===== config.mk =====
export PLATFORM = sky130hd
export DESIGN_NAME = tpf_panel_timing
export DESIGN_NICKNAME = d
export VERILOG_FILES = /design/src/tpf_pkg.sv /design/src/tpf_panel_timing.sv
export SDC_FILE = /design/constraint.sdc
export NUM_CORES = 1
export LEC_CHECK = 0
export ABC_AREA = 1
export BUFFER_PORTS_ARGS = -buffer_cell sky130_fd_sc_hd__buf_2
export CORE_ASPECT_RATIO = 1.2
export CORE_MARGIN = 8
export CORE_UTILIZATION = 53
export CTS_CLUSTER_SIZE = 10
export DETAILED_ROUTE_END_ITERATION = 8
export PLACE_DENSITY = 0.79
export RECOVER_POWER = 50
export SYNTH_ARGS = -nofsm -noshare
export SYNTH_HDL_FRONTEND = slang
export SYNTH_SLANG_ARGS = --single-unit

===== constraint.sdc =====
create_clock -name clk_sys_in -period 1.95 [get_ports clk_sys_in]
set_input_delay 0.2925 -clock clk_sys_in [delete_from_list [all_inputs] [get_ports clk_sys_in]]
set_output_delay 0.2925 -clock clk_sys_in [all_outputs]
set_load 0.03 [all_outputs]

===== src/tpf_pkg.sv =====
/*
 * Package for the flat-panel format and timing block: register indices,
 * field positions, reset values and mode encodings.
 * Assumes a single system clock; the host reaches the registers through
 * an indexed CRT-controller data port at 3B5h or 3D5h.
 */
package tpf_pkg;
    localparam logic [15:0] PORT_DATA_MONO   = 16'h03B5;
    localparam logic [15:0] PORT_DATA_COLOUR = 16'h03D5;
    localparam logic [7:0]  IDX_FORMAT       = 8'h09;
    localparam logic [7:0]  IDX_SYNC_POS     = 8'h0A;
    localparam logic [7:0]  IDX_SHADE        = 8'h0B;
    localparam int          FMT_DELAY_LSB    = 4;
    localparam int          FMT_DITHER_LSB   = 2;
    localparam int          SHADE_7_9_BIT    = 4;
    localparam int          SHADE_5_11_BIT   = 3;
    localparam logic [7:0]  FORMAT_MASK      = 8'h7F;
    localparam logic [7:0]  SHADE_MASK       = 8'h18;
    localparam logic [7:0]  FORMAT_RESET     = 8'h00;
    localparam logic [7:0]  SYNC_POS_RESET   = 8'h00;
    localparam logic [7:0]  SHADE_RESET      = 8'h00;
    localparam logic [2:0]  DOTS_PER_CHAR    = 3'h7;

    typedef enum logic [1:0] {
        TPF_WIDTH_9  = 2'h0,
        TPF_WIDTH_12 = 2'h1,
        TPF_WIDTH_18 = 2'h2
    } tpf_width_type;

    typedef enum logic [1:0] {
        TPF_FRM_16 = 2'h0,
        TPF_FRM_8  = 2'h1,
        TPF_FRM_4  = 2'h2,
        TPF_FRM_NONE = 2'h3
    } tpf_frame_type;

    typedef enum logic [2:0] {
        TPF_DITH_NONE = 3'h0,
        TPF_DITH_X2   = 3'h1,
        TPF_DITH_X4   = 3'h2,
        TPF_DITH_X8   = 3'h3,
        TPF_DITH_X16  = 3'h4
    } tpf_dither_type;
endpackage


===== src/tpf_panel_timing.sv =====
/*
 * Panel format registers, dither/frame-modulation decode and panel line
 * sync timing for a TFT output path.
 * Assumes the host port strobes are synchronous to clk_sys_in, which is
 * the dot clock; the character and horizontal counters are kept here.
 */
`timescale 1ns/1ps
`default_nettype none

//////////////////////////////////////////////////////////////////////////////
// Operation
// Extension registers gated by unlock bit
// Data port at 3B5h mono, 3D5h colour
// Delay line sync 0-7 dot clocks
// Larger delay shifts image left
// Format field selects 9/12/18-bit data
// Line-sync position in character clocks
// Larger position shifts image left
// Top bit AND halve bit adds character
// Frame modulation depth from grey bits
// 16-frame dithering x4 or x2
// 8-frame dithering x8, x4, x2
// 4-frame dithering x16, x8, x4
// Bit 4 suppresses shades 7, 9
// Bit 3 suppresses shades 5, 11
// Reserved bits zero; unlisted means no dither
module tpf_panel_timing #(
    parameter int HCHAR_TOTAL = 100
) (
    input  wire logic                   clk_sys_in,
    input  wire logic                   rst_in,
    input  wire logic [15:0]            io_addr_in,
    input  wire logic                   io_wr_in,
    input  wire logic                   io_rd_in,
    input  wire logic [7:0]             io_wdata_in,
    input  wire logic [7:0]             crtc_index_in,
    input  wire logic                   colour_mode_in,
    input  wire logic                   extension_unlock_bit_in,
    input  wire logic                   grey_mode_select_in,
    input  wire logic                   grey_control_high_in,
    input  wire logic                   grey_control_low_in,
    input  wire logic                   dither_enable_in,
    input  wire logic                   sequencer_clock_halve_bit_in,
    output logic [7:0]                  io_rdata_out,
    output logic                        io_rvalid_out,
    output tpf_pkg::tpf_width_type      width_out,
    output tpf_pkg::tpf_frame_type      frame_mod_out,
    output tpf_pkg::tpf_dither_type     dither_out,
    output logic                        shade_7_9_off_out,
    output logic                        shade_5_11_off_out,
    output logic                        panel_line_sync_out
);
    import tpf_pkg::*;

    logic [7:0] format_q;
    logic [7:0] sync_pos_q;
    logic [7:0] shade_q;

    //////////////////////////////////////////////////////////////////////////
    // Host port decode
    wire [15:0] port_addr = colour_mode_in ? PORT_DATA_COLOUR
                                           : PORT_DATA_MONO;
    wire        port_hit  = (io_addr_in == port_addr)
                            && extension_unlock_bit_in;
    wire        hit_fmt   = port_hit && (crtc_index_in == IDX_FORMAT);
    wire        hit_pos   = port_hit && (crtc_index_in == IDX_SYNC_POS);
    wire        hit_shade = port_hit && (crtc_index_in == IDX_SHADE);
    wire [7:0]  rd_mux    = hit_fmt   ? format_q :
                            hit_pos   ? sync_pos_q :
                            hit_shade ? shade_q : 8'h00;
    wire        rd_hit    = io_rd_in && (hit_fmt || hit_pos || hit_shade);

    always_ff @(posedge clk_sys_in) begin
        if (rst_in) begin
            format_q   <= FORMAT_RESET;
            sync_pos_q <= SYNC_POS_RESET;
            shade_q    <= SHADE_RESET; // see R13
        end else if (io_wr_in) begin
            if (hit_fmt) begin
                format_q <= io_wdata_in & FORMAT_MASK;
            end
            if (hit_pos) begin
                sync_pos_q <= io_wdata_in;
            end
            if (hit_shade) begin
                shade_q <= io_wdata_in & SHADE_MASK;
            end
        end
    end

    always_ff @(posedge clk_sys_in) begin
        if (rst_in) begin
            io_rdata_out  <= 8'h00;
            io_rvalid_out <= 1'b0;
        end else begin
            io_rdata_out  <= rd_hit ? rd_mux : 8'h00;
            io_rvalid_out <= rd_hit;
        end
    end

    //////////////////////////////////////////////////////////////////////////
    // Format, frame modulation and dither decode
    wire [1:0] fmt_field = format_q[1:0];
    wire [1:0] dith_opt  = format_q[FMT_DITHER_LSB +: 2];
    wire [2:0] delay_sel = format_q[FMT_DELAY_LSB +: 3];

    wire tpf_width_type width_d = fmt_field[0] ? TPF_WIDTH_18 :
                                  fmt_field[1] ? TPF_WIDTH_12
                                               : TPF_WIDTH_9;

    wire is_16_plain = !grey_mode_select_in && !grey_control_high_in
                       && !grey_control_low_in;
    wire is_16_dith  = !grey_mode_select_in && grey_control_high_in
                       && grey_control_low_in && dither_enable_in;
    wire is_8        = grey_mode_select_in && grey_control_high_in
                       && !grey_control_low_in;
    wire is_4        = grey_mode_select_in && !grey_control_high_in
                       && grey_control_low_in;

    wire tpf_frame_type frame_d = (is_16_plain || is_16_dith) ? TPF_FRM_16 :
                                  is_8 ? TPF_FRM_8 :
                                  is_4 ? TPF_FRM_4 : TPF_FRM_NONE;

    wire tpf_dither_type d16 = (dith_opt == 2'h0) ? TPF_DITH_X4 :
                               (dith_opt == 2'h1) ? TPF_DITH_X2
                                                  : TPF_DITH_NONE;
    wire tpf_dither_type d8  = (dith_opt == 2'h0) ? TPF_DITH_X8 :
                               (dith_opt == 2'h1) ? TPF_DITH_X4 :
                               (dith_opt == 2'h3) ? TPF_DITH_X2
                                                  : TPF_DITH_NONE;
    wire tpf_dither_type d4  = (dith_opt == 2'h0) ? TPF_DITH_X16 :
                               (dith_opt == 2'h1) ? TPF_DITH_X8 :
                               (dith_opt == 2'h3) ? TPF_DITH_X4
                                                  : TPF_DITH_NONE;
    // Option 10 and unknown grey combinations fall back to no dithering
    wire tpf_dither_type dither_d =
        is_16_dith                   ? d16 :
        (is_8 && dither_enable_in)   ? d8  :
        (is_4 && dither_enable_in)   ? d4  : TPF_DITH_NONE;

    always_ff @(posedge clk_sys_in) begin
        if (rst_in) begin
            width_out          <= TPF_WIDTH_9;
            frame_mod_out      <= TPF_FRM_16;
            dither_out         <= TPF_DITH_NONE;
            shade_7_9_off_out  <= 1'b0;
            shade_5_11_off_out <= 1'b0;
        end else begin
            width_out          <= width_d;
            frame_mod_out      <= frame_d;
            dither_out         <= dither_d;
            shade_7_9_off_out  <= shade_q[SHADE_7_9_BIT];
            shade_5_11_off_out <= shade_q[SHADE_5_11_BIT];
        end
    end

    //////////////////////////////////////////////////////////////////////////
    // Character and horizontal counters, line sync placement
    logic [2:0] dot_q;
    logic [7:0] hchar_q;
    logic       extra_q;
    logic [7:0] pulse_sr_q;

    wire       char_end   = (dot_q == DOTS_PER_CHAR);
    wire       line_end   = char_end
                            && (hchar_q == 8'(HCHAR_TOTAL - 1));
    // Later sync relative to pixels moves the picture left
    wire       pos_match  = char_end && (hchar_q == sync_pos_q); // see R6
    wire       add_char   = sync_pos_q[7]
                            && sequencer_clock_halve_bit_in;
    wire       char_fire  = add_char ? (extra_q && char_end) : pos_match;
    // Shift register gives delays 0..7 with no counter compare per dot
    wire [7:0] pulse_sr_d = {pulse_sr_q[6:0], char_fire};

    always_ff @(posedge clk_sys_in) begin
        if (rst_in) begin
            dot_q      <= 3'h0;
            hchar_q    <= 8'h00;
            extra_q    <= 1'b0;
            pulse_sr_q <= 8'h00;
        end else begin
            dot_q      <= dot_q + 3'h1;
            hchar_q    <= line_end ? 8'h00
                        : (char_end ? hchar_q + 8'h01 : hchar_q);
            extra_q    <= pos_match ? 1'b1 : (char_end ? 1'b0 : extra_q);
            pulse_sr_q <= pulse_sr_d;
        end
    end

    always_ff @(posedge clk_sys_in) begin
        if (rst_in) begin
            panel_line_sync_out <= 1'b0;
        end else begin
            panel_line_sync_out <= pulse_sr_d[delay_sel]; // see R3
        end
    end
endmodule // tpf_panel_timing
`default_nettype wire


==> impl_metrics.csv <==
group,metric,value,unit
outcome,status,"finished, final reports clean",
detailed_routing,routedWlPerCell,11.95,um
sta,rsz0062_at_grt,"no",
critical_path,worstPathRequired,2130,ps
sta,fmax,583.9,MHz
die,core.rowCount,27,
clocking,clock_latency,310,ps
clocking,cts_setup_buffers,0,
power,p_leak,1.423,nW
detailed_routing,firstDrtPassIters,4,
clocking,ctsHoldBuffers,0,
critical_path,criticalPathCategory,"register to register",
logic_synthesis,yosys.area.top_type,"dfxtp_1",
detailed_routing,antenna_left,0,
global_routing,grt_pass1_vias,2382,
die,core_area,4628,um^2
sta,relSlewSlack,57.82,%
sta,worst_clock_skew,6.511,ps
layout,num-nets-final,477,
layout,design_area,3002,um^2
critical_path,crit-reg2reg-launch,"dot_q[0]",
detailed_routing,drt-initial-drc-count,190,
layout,final_common_cell,"nor2_1",
placed_design,routabilityCongestion,0.8505,
critical_path,r2r_end,"hchar_q[6]",
global_routing,antenna_found_initial,0,
clocking,cts_tree,"done",
clocking,htree_num_levels,2,
global_routing,grt_max_degree,22,
power,power_density,665.1,nW/um^2
placed_design,dp_hpwl,4503,um
sta,hold_viol,0,
sta,min_period,1713,ps
clocking,clk_pin_slew,90,ps
global_routing,grt_pass1_wl,9825,um
detailed_routing,drc,0,
critical_path,critPathLaunch,"dot_q[0]",
critical_path,rr_worst_depth,8,
run,timing.max_cap.violations,0,
layout,mostFrequentLayoutCells,"77 x nor2_1, 64 x nand2_1, 60 x inv_1",
die,die_y,92.13,um
logic_synthesis,synth.top_cell.area_share,43.01,%
logic_synthesis,yosys_warnings,0,
layout,diodes,0,
critical_path,rrSetupSlack,240,ps
layout,drive_above_1_share,15.42,%
placed_design,io_buffers,61,
die,io_pins,62,
power,peakVddDrop,0.5822,mV
logic_synthesis,synth_seq_cells,55,
critical_path,cp_max_fo,9,
hold_path,min_path_type,"input pin to register",
detailed_routing,wl,5807,um
layout,fillCellCount,419,
global_routing,overflow,0,
clocking,clock_tree.root_cell,"clkbuf_8",
logic_synthesis,avgSynthCellArea,7.052,um^2
sta,setup_violations,0,
critical_path,arrival,1900,ps
logic_synthesis,synth-seq-area-share,43.01,%
die,start_util,55.31,%
layout,area_growth_syn_to_layout,17.25,%
detailed_routing,via_count,2420,
die,die-area,7319,um^2
logic_synthesis,syn_area,2560,um^2
clocking,clock_path_buffers,2,
critical_path,end_kind,"register",
logic_synthesis,synth.distinct_cells,33,
power,power,1.996,mW
layout,utilization,64.86,%
die,dieWidth,79.45,um
logic_synthesis,syn_inst,363,
detailed_routing,via_per_inst,4.979,
clocking,clock_sinks,55,
placed_design,dpl_cell_area,2927,um^2
logic_synthesis,synthFlopType,"dfxtp_1",
critical_path,cp-start-kind,"register",
critical_path,endpoint,"hchar_q[6]",
clocking,post_cts_resized,0,
logic_synthesis,synth_edf_count,0,
logic_synthesis,postSynth.asyncResetShare,0,%
sta,finalMaxSlewViolations,0,
logic_synthesis,synth_nets,412,
sta,tightest_slew,632.1,ps
clocking,cts-buffers-inserted,5,
sta,fin_crit_sh,87.83,%
global_routing,track_usage,16.04,%
sta,setup_tns,0,ps
logic_synthesis,ys_top_cells_by_area,"dfxtp_1 43%, nor2_1 11%, nand2_1 9.4%, inv_1 8.8%, a21oi_1 3.9%",
## how the worst min path moves through the flow
stage / start / endpoint / slack [ps] / cells after the start
final: io_wdata_in[7] / sync_pos_q[7] / 210 / 3
after detailed placement: pulse_sr_q[3] / pulse_sr_q[4] / 410 / 2
after CTS: io_wdata_in[7] / sync_pos_q[7] / 220 / 3
after floorplan: dot_q[0] / dot_q[0] / 400 / 1
after global routing: io_wdata_in[1] / format_q[1] / 230 / 3
after global placement: dot_q[0] / dot_q[0] / 410 / 1
## power breakdown
group	internal (mW)	switching, mW
registers	1.13	0.00323
logic	0.0505	0.0759
clock network	0.376	0.359
## cell usage after synthesis, types with 2 or more instances
cell type,number
nand4_1,9
nor2_1,77
nor2_4,2
nand3_1,14
o21ai_1,7
nand2_1,64
nand2_4,2
nand3_2,2
inv_2,2
clkbuf_2,2
o21ai_0,13
nor3_1,9
a21oi_1,20
dfxtp_1,55
ha_1,6
inv_1,60
nor2_2,3
## worst max-delay path, cell delays in order, from the launching register on
cell and delay, ps:
dfxtp_1 340, ha_1 150, ha_2 260, inv_1 110
nor3_1 230, nand2_1 120, nor3_1 180, or2_2 140
a21oi_1 50
## per-layer routing
layer  vias to the layer above  track usage (%)  share of wire [%]
met5                         -                0                  0
li1                       1266                -                  -
met1                      1092            17.36                 43
met3                         8            4.199                5.9
met2                        54            29.00                 50
met4                         0            5.263                1.2
## stage by stage
stage                     worst slack, ps  cells  hold WS [ps]
after floorplan                     394.1    363         399.2
after global placement              228.8    479         405.2
after detailed placement            155.7    479         412.9
after CTS                           154.5    486         217.8
after global routing                55.24    486         233.4
final                               237.3    486         214.5
## cell type report
type / instances / area, um^2 / share of cell area, %
Clock inverter: 2 / 37.54 / 1.251
Sequential cell: 55 / 1101 / 36.68
Timing Repair Buffer: 63 / 291.5 / 9.712
Tap cell: 58 / 72.57 / 2.418
Inverter: 63 / 239.0 / 7.962
Clock buffer: 5 / 68.82 / 2.293
Multi-Input combinational cell: 240 / 1191 / 39.68
## kinds of logic (layout without fill, tap and decap cells)
logic type,count (synthesis),after routing,share of synthesized area (%)
xor+xnor,1,1,0.3422
buf+inv,68,133,10.36
simple gates,188,188,33.24
fa+ha+maj,6,6,2.932
flops,55,55,43.01
compound gates,45,45,10.12
## registers in the layout (all words and copies together) (netlist names), 2 cells and up
register and flops:
hchar_q 8, width_out 2, shade_q 2, frame_mod_out 2, dither_out 3, pulse_sr_q 7
io_rdata_out 8, dot_q 3, format_q 7, sync_pos_q 8
Power figures use the tool's default switching activity.
